**src/inc/blsr_pkg.sv**
```systemverilog
// Notes on behaviour
// - an unfinished start-up after 15 s leads towards the reset states.
// - received signal absent over 480 ms is a reset condition.
// - synchronization lost over 480 ms is a reset condition.
// - after ceasing transmission, stay in receive-reset at least 40 ms unless answering a tone.
// - after the dwell go to full reset; a received tone may be answered at once.
// - no reset state is entered before the 480 ms loss timer expires.
// - start-up timeout or sync loss: go silent, then receive-reset once signal disappears.
// - reach receive-reset within 40 ms after the far end stops transmitting.
// - sustained loss of signal goes straight to receive-reset.
// - loss handling is armed only after multiframe synchronization.
// - full reset if no signal within 480 ms after our tone stops.
// - activation request while idle sends the customer-side wake tone.
// - cold-start-only unit attempts start-up at power-up; may fall back to full reset.
// - in reset transmit only after power cycle or new request, else wait for network tone.
// - start our wake tone within 4 ms of the network tone beginning.
// - wake tone is four +3 then four -3 symbols, no frame word.
// - patterns without multiframe send the normal sync word, never the inverted one.
// - final pattern holds bearer bits at one until both activation bits show transparency; code releases them at once while loop_en is set.
// - the operational pattern continues until turn-off.
// - wake tones are 10 kHz from the repeating unscrambled symbol groups.
package blsr_pkg;
    localparam logic [7:0] BLSR_CTRL_OFS = 8'h00;
    localparam logic [7:0] BLSR_STATUS_OFS = 8'h04;
    localparam int BLSR_CTRL_REQ_BIT = 0;
    localparam int BLSR_CTRL_AUTO_BIT = 1;
    localparam int BLSR_CTRL_LOOP_BIT = 2;
    localparam logic BLSR_AUTO_RST = 1'b1;
    localparam logic BLSR_LOOP_RST = 1'b0;
    localparam int BLSR_SYM_RATE_HZ = 80000;
    localparam int BLSR_SYMS_PER_MS = BLSR_SYM_RATE_HZ / 1000;
    localparam int BLSR_STARTUP_MS = 15000;
    localparam int BLSR_LOSS_MS = 480;
    localparam int BLSR_SIG_WAIT_MS = 480;
    localparam int BLSR_DWELL_MS = 40;
    localparam int BLSR_TONE_MS = 6;
    localparam int BLSR_TMR_W = 14;

    typedef enum logic [2:0] {
        BLSR_FULL_RESET = 3'h0,
        BLSR_WAKE_TONE = 3'h1,
        BLSR_SIG_WAIT = 3'h3,
        BLSR_ACQUIRE = 3'h2,
        BLSR_PAT_TWO = 3'h6,
        BLSR_OPER = 3'h7,
        BLSR_CEASE = 3'h5,
        BLSR_RX_RESET = 3'h4
    } blsr_state_t;

    typedef enum logic [1:0] {
        BLSR_TX_SILENT = 2'h0,
        BLSR_TX_TONE = 2'h1,
        BLSR_TX_PAT_TWO = 2'h2,
        BLSR_TX_OPER = 2'h3
    } blsr_tx_t;
endpackage : blsr_pkg

```
**src/logic/blsr_startup_ctrl.sv**
```systemverilog
`timescale 1ns/10ps
`default_nettype none
module blsr_startup_ctrl import blsr_pkg::*; #(
    parameter int STARTUP_MS = BLSR_STARTUP_MS,
    parameter int LOSS_MS = BLSR_LOSS_MS,
    parameter int SIG_WAIT_MS = BLSR_SIG_WAIT_MS,
    parameter int DWELL_MS = BLSR_DWELL_MS,
    parameter int TONE_MS = BLSR_TONE_MS,
    parameter int SYMS_PER_MS = BLSR_SYMS_PER_MS
) (
    // clock and reset
    input wire logic clk_in,
    input wire logic rstn_in,
    // wishbone slave
    input wire logic wb_cyc_in,
    input wire logic wb_stb_in,
    input wire logic wb_we_in,
    input wire logic [7:0] wb_adr_in,
    input wire logic [3:0] wb_sel_in,
    input wire logic [31:0] wb_dat_in,
    output logic [31:0] wb_dat_out,
    output logic wb_ack_out,
    // receiver status
    input wire logic sym_tick_in,
    input wire logic sig_present_in,
    input wire logic network_side_wake_tone_in,
    input wire logic frame_lock_in,
    input wire logic multiframe_lock_in,
    // activation
    input wire logic cust_act_req_in,
    input wire logic near_activation_progress_bit_in,
    input wire logic far_activation_progress_bit_in,
    // transmitter control
    output logic [1:0] tx_mode_out,
    output logic tone_sym_pos_out,
    output logic inverted_sync_word_en_out,
    output logic bearer_force_one_out,
    output logic bearer_force_zero_out
);
    localparam logic [BLSR_TMR_W-1:0] T_START = BLSR_TMR_W'(STARTUP_MS);
    localparam logic [BLSR_TMR_W-1:0] T_LOSS = BLSR_TMR_W'(LOSS_MS);
    localparam logic [BLSR_TMR_W-1:0] T_SWAIT = BLSR_TMR_W'(SIG_WAIT_MS);
    localparam logic [BLSR_TMR_W-1:0] T_DWELL = BLSR_TMR_W'(DWELL_MS);
    localparam logic [BLSR_TMR_W-1:0] T_TONE = BLSR_TMR_W'(TONE_MS);
    localparam logic [6:0] SYM_LAST = 7'(SYMS_PER_MS - 1);
    localparam logic [BLSR_TMR_W-1:0] T_MAX = '1;

    typedef struct packed {
        blsr_state_t state;
        logic [6:0] symc;
        logic [BLSR_TMR_W-1:0] tmr;
        logic [BLSR_TMR_W-1:0] stmr;
        logic [BLSR_TMR_W-1:0] ltmr;
        logic [2:0] ph;
        logic pend;
        logic pwr;
        logic auto_en;
        logic loop_en;
        logic ack;
        logic [31:0] rdat;
    } blsr_regs_t;

    blsr_regs_t s_reg;
    blsr_regs_t s_next;
    logic ms_tick;
    logic bus_req;
    logic wr_ctrl;
    logic in_startup;

    // one millisecond base from the symbol clock
    assign ms_tick = sym_tick_in && (s_reg.symc == SYM_LAST);
    assign bus_req = wb_cyc_in && wb_stb_in && !s_reg.ack;
    assign wr_ctrl = bus_req && wb_we_in && wb_sel_in[0] && (wb_adr_in[7:2] == BLSR_CTRL_OFS[7:2]);
    assign in_startup = (s_reg.state == BLSR_WAKE_TONE) || (s_reg.state == BLSR_SIG_WAIT)
        || (s_reg.state == BLSR_ACQUIRE) || (s_reg.state == BLSR_PAT_TWO);

    always_comb begin
        s_next = s_reg;
        if (sym_tick_in) begin
            s_next.symc = (s_reg.symc == SYM_LAST) ? 7'h00 : s_reg.symc + 7'h01;
        end
        // request capture: a new request in the cycle it is consumed still survives
        if (cust_act_req_in || (wr_ctrl && wb_dat_in[BLSR_CTRL_REQ_BIT])) begin
            s_next.pend = 1'b1;
        end
        if (wr_ctrl) begin
            s_next.auto_en = wb_dat_in[BLSR_CTRL_AUTO_BIT];
            s_next.loop_en = wb_dat_in[BLSR_CTRL_LOOP_BIT];
        end
        unique case (s_reg.state)
            BLSR_FULL_RESET: begin
                if (network_side_wake_tone_in) begin
                    s_next.state = BLSR_WAKE_TONE;
                end else if (s_reg.pend || (s_reg.pwr && s_reg.auto_en)) begin
                    s_next.state = BLSR_WAKE_TONE;
                end
                if (s_next.state == BLSR_WAKE_TONE) begin
                    s_next.pend = cust_act_req_in || (wr_ctrl && wb_dat_in[BLSR_CTRL_REQ_BIT]);
                    s_next.pwr = 1'b0;
                end
            end
            BLSR_WAKE_TONE: begin
                if (s_reg.stmr >= T_START) begin
                    s_next.state = BLSR_CEASE;
                end else if (s_reg.tmr >= T_TONE) begin
                    s_next.state = BLSR_SIG_WAIT;
                end
            end
            BLSR_SIG_WAIT: begin
                // line termination stays quiet until our tone has stopped
                if (sig_present_in) begin
                    s_next.state = BLSR_ACQUIRE;
                end else if (s_reg.tmr >= T_SWAIT) begin
                    s_next.state = BLSR_FULL_RESET;
                end
            end
            BLSR_ACQUIRE: begin
                if (s_reg.stmr >= T_START) begin
                    s_next.state = BLSR_CEASE;
                end else if (frame_lock_in) begin
                    s_next.state = BLSR_PAT_TWO;
                end
            end
            BLSR_PAT_TWO: begin
                if (s_reg.stmr >= T_START) begin
                    s_next.state = BLSR_CEASE;
                end else if (multiframe_lock_in) begin
                    s_next.state = BLSR_OPER;
                end
            end
            BLSR_OPER: begin
                // stays here until a loss outlasts the supervision timer
                if (s_reg.ltmr >= T_LOSS) begin
                    if (!sig_present_in) begin
                        s_next.state = BLSR_RX_RESET;
                    end else begin
                        s_next.state = BLSR_CEASE;
                    end
                end
            end
            BLSR_CEASE: begin
                if (!sig_present_in) begin
                    s_next.state = BLSR_RX_RESET;
                end
            end
            BLSR_RX_RESET: begin
                if (network_side_wake_tone_in) begin
                    s_next.state = BLSR_WAKE_TONE;
                end else if (s_reg.tmr >= T_DWELL) begin
                    s_next.state = BLSR_FULL_RESET;
                end
            end
        endcase
        if (s_next.state != s_reg.state) begin
            s_next.tmr = '0;
        end else if (ms_tick && s_reg.tmr != T_MAX) begin
            s_next.tmr = s_reg.tmr + 1'b1;
        end
        // start-up timer spans the whole attempt from tone to operation
        if (!in_startup) begin
            s_next.stmr = '0;
        end else if (ms_tick && s_reg.stmr != T_MAX) begin
            s_next.stmr = s_reg.stmr + 1'b1;
        end
        // loss timer only runs once multiframe lock was reached
        if (s_reg.state != BLSR_OPER || (sig_present_in && frame_lock_in)) begin
            s_next.ltmr = '0;
        end else if (ms_tick && s_reg.ltmr != T_MAX) begin
            s_next.ltmr = s_reg.ltmr + 1'b1;
        end
        // tone phase: four symbols high, four low, 8 symbols per 10 kHz cycle
        if (s_reg.state != BLSR_WAKE_TONE) begin
            s_next.ph = 3'h0;
        end else if (sym_tick_in) begin
            s_next.ph = s_reg.ph + 3'h1;
        end
        s_next.ack = bus_req;
        if (bus_req) begin
            unique case (wb_adr_in[7:2])
                BLSR_CTRL_OFS[7:2]: begin
                    s_next.rdat = {29'h0, s_reg.loop_en, s_reg.auto_en, s_reg.pend};
                end
                BLSR_STATUS_OFS[7:2]: begin
                    s_next.rdat = {24'h0, s_reg.pwr, s_reg.pend, tx_mode_out, 1'b0, s_reg.state};
                end
                default: begin
                    s_next.rdat = 32'h0;
                end
            endcase
        end
    end

    always_ff @(posedge clk_in or negedge rstn_in) begin
        if (!rstn_in) begin
            s_reg.state <= BLSR_FULL_RESET;
            s_reg.symc <= 7'h00;
            s_reg.tmr <= '0;
            s_reg.stmr <= '0;
            s_reg.ltmr <= '0;
            s_reg.ph <= 3'h0;
            s_reg.pend <= 1'b0;
            s_reg.pwr <= 1'b1;
            s_reg.auto_en <= BLSR_AUTO_RST;
            s_reg.loop_en <= BLSR_LOOP_RST;
            s_reg.ack <= 1'b0;
            s_reg.rdat <= 32'h0;
        end else begin
            s_reg <= s_next;
        end
    end

    always_comb begin
        unique case (s_reg.state)
            BLSR_WAKE_TONE: tx_mode_out = BLSR_TX_TONE;
            BLSR_PAT_TWO: tx_mode_out = BLSR_TX_PAT_TWO;
            BLSR_OPER: tx_mode_out = BLSR_TX_OPER;
            default: tx_mode_out = BLSR_TX_SILENT;
        endcase
    end

    assign wb_ack_out = s_reg.ack;
    assign wb_dat_out = s_reg.rdat;
    assign tone_sym_pos_out = !s_reg.ph[2];
    // inverted word marks the multiframe, present only in operation
    assign inverted_sync_word_en_out = (s_reg.state == BLSR_OPER);
    assign bearer_force_one_out = (s_reg.state == BLSR_PAT_TWO) || ((s_reg.state == BLSR_OPER) && !s_reg.loop_en
        && !(near_activation_progress_bit_in && far_activation_progress_bit_in));
    assign bearer_force_zero_out = 1'b0;
endmodule : blsr_startup_ctrl
`default_nettype wire

```
**config.mk**
```make
export PLATFORM = sky130hd
export DESIGN_NAME = blsr_startup_ctrl
export DESIGN_NICKNAME = d
export VERILOG_FILES = /design/src/inc/blsr_pkg.sv /design/src/logic/blsr_startup_ctrl.sv
export SDC_FILE = /design/constraint.sdc
export NUM_CORES = 1
export LEC_CHECK = 0
export ABC_AREA = 1
export CAP_MARGIN = 15
export CORE_UTILIZATION = 30
export DETAILED_ROUTE_END_ITERATION = 8
export DONT_BUFFER_PORTS = 1
export PLACE_DENSITY_LB_ADDON = 0.12
export SETUP_SLACK_MARGIN = 0.2
export SLEW_MARGIN = 20
export SYNTH_ARGS = -nofsm -noshare
export SYNTH_HDL_FRONTEND = slang
export SYNTH_SLANG_ARGS = --single-unit
```
**constraint.sdc**
```tcl
create_clock -name clk_in -period 1.6 [get_ports clk_in]
set_input_delay 0.16 -clock clk_in [delete_from_list [all_inputs] [get_ports clk_in]]
set_output_delay 0.16 -clock clk_in [all_outputs]
set_load 0.05 [all_outputs]
```
# [Word level (Yosys, flattened, before mapping)]
# Cells that the tools add are included.
[word_totals] mem_bits_rw=0 register_bits=92 wordCells=102 romBits=0 in_bits=57 n_memories=0 latch_bits=0
[classes] div=0 n_eq_ne=17 reduce_logical=32 bitwise_logic=0 n_mux=31 add_sub_neg=5 shifts=0 magnitude_cmp=5 multipliers=0
[op_table] operator="$mux 14" count=6
[op_table] operator="$mux 3" count=17
[op_table] operator="$add 14x1->14 const B" count=3
[op_table] operator="$ne 14x14->1 const B" count=3
[op_table] operator="$ge 14x9->1 const B" count=2
[op_table] operator="$pmux 3 s8" count=1
[op_table] operator="$pmux 8 s2" count=1
[op_table] operator="$logic_and 1x1->1" count=15
[op_table] operator="$ge 14x14->1 const B" count=1
[op_table] operator="$ge 14x3->1 const B" count=1
[op_table] operator="$ge 14x6->1 const B" count=1
[op_table] operator="$eq 3x3->1 const B" count=4
[op_table] operator="$add 7x1->7 const B" count=1
[op_table] operator="$eq 7x7->1 const B" count=1
[op_table] operator="$logic_or 1x1->1" count=7
[op_table] operator="$mux 7" count=1
[op_table] operator="$eq 3x1->1 const B" count=2
[op_table] operator="$eq 3x2->1 const B" count=2
[op_table] operator="$eq 6x1->1 const B" count=1
[op_table] operator="$logic_not 6->1" count=1
[op_table] operator="$pmux 2 s3" count=1
[op_table] operator="$reduce_bool 2->1" count=3
[op_table] operator="$logic_not 1->1" count=4
[op_table] operator="$mux 2" count=2
[op_table] operator="other kinds (8)" count=9

# [Logic depth before layout (Yosys ltp)]
# Gate-level depths: netlist of run 1.
[depth] depth_word=10 ltp_mapped=15 depth_no_buf=14

# [Worst setup path after synthesis of run 1]
# Ideal clock, no wire load.
[synth_path] path_kind="register to register" from="register s_reg[54] (netlist bit)" to="register s_reg[65] (netlist bit)" stages_incl_launch_ff=14 t_arrival_ns=1.554 setup_time_ns=0.119 n_path_buf=0 slack_ns=-0.074 path_cell_list="dfrtp_1 -> ha_1 -> nand2_1 -> inv_1 -> nand2_1 -> nor2_2 -> nand2_1 -> nand2_4 -> nor2_8 -> nand2_2 -> nor2_4 -> nand2_2 -> o21ai_2 -> nor2_1"
[synth_via] elab_chain_len=3 word_cells_on_any_way=6 classes_between="add/sub: 1; eq/ne: 2; mux: 2; reduce/logical: 1"
[synth_rtl] item="start: declaration" line_no="blsr_startup_ctrl.sv:63" source="blsr_regs_t s_reg;"
[synth_rtl] item="start signal: assignment" line_no="blsr_startup_ctrl.sv:208" source="s_reg <= s_next;"
[synth_rtl] item="$add 14x1->14 / $ne 14x14->1 (equally long branches)" line_no="blsr_startup_ctrl.sv:163, blsr_startup_ctrl.sv:162"
[synth_rtl] item="$mux 14 / $logic_and 1x1->1 (equally long branches)" line_no="blsr_startup_ctrl.sv:162" source="end else if (ms_tick && s_reg.stmr != T_MAX) begin"
[synth_rtl] item="$mux 14 / $ne 2x1->1 (equally long branches)"
# Parallel ways exist; a longest one is shown, timed or not. The select of a mux whose other input is x is not followed.
# A chain may end at the register's enable or synchronous reset.

# [Final worst setup path of run 1]
[layout_path] from="register s_reg[69] (netlist bit)" to="register s_reg[69] (netlist bit)"
[layout_via] elab_chain_len=6 word_cells_on_any_way=17 classes_between="add/sub: 1; order compare: 3; eq/ne: 2; mux: 9; reduce/logical: 2"
[layout_rtl] item="$ge 14x6->1, or another cell as far along" line_no="blsr_startup_ctrl.sv:149" source="end else if (s_reg.tmr >= T_DWELL) begin"
[layout_rtl] item="$mux 3 (on tied branches)" line_no="blsr_startup_ctrl.sv:149, blsr_startup_ctrl.sv:105, blsr_startup_ctrl.sv:113"
[layout_rtl] item="$mux 3 (on tied branches)" line_no="blsr_startup_ctrl.sv:147, blsr_startup_ctrl.sv:103, blsr_startup_ctrl.sv:111"
[layout_rtl] item="$pmux 3 s8" line_no="blsr_startup_ctrl.sv:90" source="unique case (s_reg.state)"
[layout_rtl] item="$ne 3x3->1" line_no="blsr_startup_ctrl.sv:154" source="if (s_next.state != s_reg.state) begin"
[layout_rtl] item="$mux 14 / $reduce_bool 2->1 (equally long branches)"
# Parallel ways exist; a longest one is shown, timed or not. The select of a mux whose other input is x is not followed.

==> impl_metrics.toml, run 1 <==
[outcome]
status = "finished with violations"
violations = "hold timing, setup timing"

[place]
pre_cts_slack_ns = -0.1981
port_buffers = 0
gp_congestion = 0.7957
dp_hpwl_um = 7634

[final_layout]
drive_gt1_share_pct = 47.80
final_net_count = 765
n_antenna_cell = 0
area_growth_pct = 54.87
largest_register_ffs = 59

[die]
rows = 43
coreArea_mm2 = 0.01399
start_util_pct = 30.97
pin_count = 96
chipWidth_um = 122.2
dieArea_mm2 = 0.01493
die_y_um = 122.2

[sta]
rsz0062_at_grt = "yes"
fin_ws_ns = -0.2056
whs_ns = -0.4898
skew_ns = 0.008949
finalMaxSlewViolations = 0
hold_violations = 67
period_share_pct = 112.9
setup_viol = 42
finalCriticalPeriod_ns = 1.806
fmax_mhz = 553.8

[cts]
clk_latency_ns = 0.35
htreeDepth = 3
cts_tree = "yes"
holdBufCountCts = 7
cts_root_buffer = "clkbuf_16"
numCtsBuffers = 9
cts.clk_slew.worst_paths_ns = 0.06
clock-sinks = 67
clock_path_buffers = 2

[logic_synthesis]
yosysWarnings = 0
ys_top_cells_by_area = "dfrtp_1 (38%), nand2_1 (8.8%), buf_4 (6.2%)"
async_flop_share_pct = 100.0
ys.flop_type = "dfrtp_1"
yosys.area.top_type_share_pct = 37.54
synth.most_common_cell = "nand2_1"
ys_seq_area_share_pct = 38.75
ys_types = 48
ys_ff_latch = 67
netlist_instances = 542
synth_edf_count = 0
netlist_top_cells_count = "nand2_1 (102), dfrtp_1 (65), inv_1 (57), nor2_1 (55), buf_4 (36)"
synth.largest_area_cell = "dfrtp_1"
syn_area_mm2 = 0.004333
syn_area_per_cell_um2 = 7.994

[min_path]
hp-class = "in2async"

[worst_setup_path]
setup.worst_path.start_class = "flop"
r2r_slack_ns = -0.21
worstPathMaxFanout = 4
path_class = "reg2reg"
end_kind = "flop"
crit_required_ns = 1.88
r2r_cells = 11
crit_arrival_ns = 2.08

[power_and_ir_drop]
power_leakage_nw = 3.171
vdd.ir_drop.worst_uv = 693.0
p_total_mw = 8.067
p_per_area_mw_per_mm2 = 1202

[routing]
drt-initial-drc-count = 110
drt-total-wl_um = 11390
vias = 3932
postRouteAntennaNets = 0
wl_per_cell_um = 12.87
drc_errors = 0
dr.pass1.iters = 4
viasPerCell = 4.443

[global_routing]
grt_max_degree = 68
grt_pass1_vias = 3951
antenna_found_initial = 0
gr-total-overflow = 0
grt_pass1_wl_um = 18290
track_usage_pct = 15.90

[run]
cap_viol_max_count = 0
## power breakdown
group          leakage [nW]  internal (mW)  total [mW]  switching (mW)
sequential            0.887           1.87        2.08           0.211
clock                 0.141           1.20        2.01           0.808
combinational          2.14           1.80        3.97            2.18
## layout by cell type (no fill, tap or decap), types with 13 or more instances in the layout
cell type,instances
nand3_1,19
buf_4,119
buf_6,28
nor2_1,39
dfrtp_1,61
nor2_4,25
inv_1,53
a21oi_1,17
conb_1,26
nand2_1,81
nand2_2,22
nand4_1,13
nor2_2,14
## path summary, 6_finish.rpt
| path | from | to |
|---|---|---|
| setup / recovery | s_reg[69] | s_reg[69] |
| hold / removal | rstn_in | s_reg[53] |
| setup reg to reg | s_reg[69] | s_reg[69] |
| hold reg to reg | s_reg[35] | s_reg[35] |
| max in group asynchronous | rstn_in | s_reg[34] |
| min in group clk_in | wb_cyc_in | wb_ack_out |
## layer usage
metal	track usage [%]	wire length (µm)	vias to the layer above
li1	-	-	2006
met3	2.669	278	14
met1	19.75	5036	1859
met5	0	0	-
met4	7.317	216	0
met2	26.80	5857	53
## through the flow
stage	util, %	cell area [µm²]	std cells	TNS [ns]
floorplan	-	4543	567	-0.4167
detailed placement	38.41	5373	825	-4.422
global placement	38.41	5373	825	-3.149
CTS	44.71	6255	876	-4.900
finish	47.97	6710	885	-5.057
global route	47.97	6710	885	-8.924
## final cells by class
cell class,instances,area [µm²]
clock inverter,7,68.82
fill,1351,7278
tap,180,225.2
multi-input combinational,390,2770
sequential,67,1684
clock buffer,9,225.2
timing repair buffer,163,1451
inverter,69,285.3
## kinds of logic after synthesis
| kind of cell | synth area share, % |
|---|---|
| simple gates | 32.43 |
| buf+inv | 13.40 |
| flops | 38.75 |
| compound gates | 9.068 |
| xor+xnor | 3.436 |
| fa+ha+maj | 2.310 |
| mux | 0.5197 |
| other cells | 0.08655 |
## worst max-delay path, stage by stage (launching register included)
cell and delay, ns:
dfrtp_1 0.43, buf_6 0.13, ha_4 0.13, nand2_4 0.06
nor3_4 0.26, nand2_4 0.12, nand2_4 0.13, buf_4 0.14
nand2_1 0.06, o21ai_0 0.09, inv_1 0.10, nor2_4 0.10
## what timing repair did
action | in CTS | in global routing
endpoints found under the setup margin | 50 | 53
setup buffers | 27 | 9
hold endpoints to repair | 76 | 67
gates cloned | 1 | 0
pin swaps | 25 | 18
resized for setup | 70 | 87
(Power assumes the default switching activity.)
==> run 2: changes to the inputs <==
--- a/config.mk
+++ b/config.mk
@@ -11,7 +11,7 @@
 export DETAILED_ROUTE_END_ITERATION = 8
 export DONT_BUFFER_PORTS = 1
 export PLACE_DENSITY_LB_ADDON = 0.12
-export SETUP_SLACK_MARGIN = 0.2
+export SETUP_SLACK_MARGIN = 0.3
 export SLEW_MARGIN = 20
 export SYNTH_ARGS = -nofsm -noshare
 export SYNTH_HDL_FRONTEND = slang
==> impl_metrics.toml, run 2 (synthesis gave the netlist of run 1 again) <==
[routing]
viasPerCell = 4.464
dr.pass1.iters = 4
postRouteAntennaNets = 0
drt-initial-drc-count = 129
drc_errors = 0
vias = 3928
drt-total-wl_um = 10660
wl_per_cell_um = 12.11

[run]
cap_viol_max_count = 0

[cts]
cts_root_buffer = "clkbuf_16"
clock_path_buffers = 2
cts_tree = "yes"
holdBufCountCts = 6
clock-sinks = 67
htreeDepth = 3
numCtsBuffers = 9
cts.clk_slew.worst_paths_ns = 0.06
clk_latency_ns = 0.35

[worst_setup_path]
path_class = "reg2reg"
setup.worst_path.start_class = "flop"
worstPathMaxFanout = 7
timing.critical_path.mode_cell = "nand3_2"
crit_buf_inv = 2
crit_family = "simple AND/OR/NAND/NOR gates"
crit_required_ns = 1.88
max_stage_delay_ns = 0.47
r2r_cells = 11
crit_arrival_ns = 2.07
cp.depth = 11
crit_chain = "buf_6 > nand2_8 > nor2_8 > nand4_1 > nand3_1 > a21oi_2 > nand3_2 > nand2_1 > nand3_2 > buf_12 > nor2_4"
crit_slowest_cell = "dfrtp_2"
end_kind = "flop"

[sta]
fmax_mhz = 558.3
period_share_pct = 111.9
hold_violations = 67
whs_ns = -0.4899
fin_ws_ns = -0.1912
skew_ns = 0.005633
finalCriticalPeriod_ns = 1.791
rsz0062_at_grt = "yes"
setup_viol = 44
finalMaxSlewViolations = 0

[final_layout]
fin_util_pct = 47.59
fillerInstances = 1339
largest_register_ffs = 59
seqCellArea_mm2 = 0.001685
final_net_count = 760
area_growth_pct = 53.62
n_antenna_cell = 0
layout_common_cells = "buf_4 (119), nand2_1 (84), dfrtp_1 (60), inv_1 (52), nor2_1 (41)"
multi_input_area_mm2 = 0.002695
mostFrequentLayoutCell = "buf_4"
drive_gt1_share_pct = 46.29

[die]
chipWidth_um = 122.2
coreArea_mm2 = 0.01399
rows = 43
pin_count = 96
die_y_um = 122.2
start_util_pct = 30.97
dieArea_mm2 = 0.01493

[outcome]
status = "finished with violations"
violations = "hold timing, setup timing"

[global_routing]
grt_max_degree = 68
track_usage_pct = 15.36
grt_pass1_vias = 3832
grt_pass1_wl_um = 17630
antenna_found_initial = 0
gr-total-overflow = 0

[power_and_ir_drop]
vdd.ir_drop.worst_uv = 666.1
p_per_area_mw_per_mm2 = 1268
power_leakage_nw = 3.097

[min_path]
hp-class = "in2async"

[place]
dp_hpwl_um = 7714
gp_congestion = 0.7913
pre_cts_slack_ns = -0.1861
port_buffers = 0
run 2: cell count changes in the layout (fill, tap and decap cells not counted), sizes merged:
cell and delta:
buf -5, bufinv +2, clkbuf +2, clkinv -3, clkinvlp -1, dlygate4sd3 -1
inv +1
run 2: repair_timing:
action                                  CTS  global route
endpoints found under the hold margin    76            67
endpoints found under the setup margin   55            55
cloned                                    0             1
pin swaps                                12            37
buffers inserted                         17            19
gates resized for setup                  53            75
run 2: worst register-to-register path, stage by stage (launching register included):
cell and delay [ns]:
dfrtp_2 0.47, buf_6 0.16, nand2_8 0.08, nor2_8 0.04
nand4_1 0.10, nand3_1 0.11, a21oi_2 0.16, nand3_2 0.10
nand2_1 0.09, nand3_2 0.13, buf_12 0.19, nor2_4 0.10
run 2: worst paths after layout:
kind                        startpoint  slack [ns]         to
max                          s_reg[90]       -0.19  s_reg[68]
min                            rstn_in       -0.49  s_reg[57]
max reg2reg                  s_reg[90]       -0.19  s_reg[68]
min reg2reg                  s_reg[35]        0.48  s_reg[35]
max in group asynchronous      rstn_in        1.88  s_reg[34]
min in group clk_in        sym_tick_in        0.06  s_reg[82]
run 2: layout make-up:
class	count	area share [%]
Tap cell	180	3.383
Multi-Input combinational cell	390	40.49
Inverter	69	4.211
Sequential cell	67	25.32
Clock inverter	6	1.673
Timing Repair Buffer	158	21.33
Clock buffer	10	3.590
run 2: layer usage:
layer  global-route usage, %  part of all wire (%)
met3                   2.903                   3.3
met1                   19.08                    46
met4                   7.317                   2.1
met5                       0                     0
met2                   25.53                    49
run 2: report_power, final:
part | switching (mW) | total (mW) | internal [mW] | leakage (nW)
clock network | 0.785 | 2.35 | 1.57 | 0.169
registers | 0.245 | 2.12 | 1.87 | 0.886
logic | 2.12 | 3.97 | 1.85 | 2.04
run 2: per-stage QoR:
stage	setup TNS (ns)	hold WS (ns)	instances	cell area [µm²]	power (mW)
6_report	-4.577	-0.4899	880	6656	8.441
5_1_grt	-8.962	-0.5048	880	6656	8.933
4_1_cts	-4.316	-0.5042	860	6137	7.640
3_5_place_dp	-4.030	-0.1317	821	5379	4.982
3_3_place_gp	-2.847	-0.1313	821	5379	4.934
2_1_floorplan	-0.4167	-0.1356	567	4567	3.947
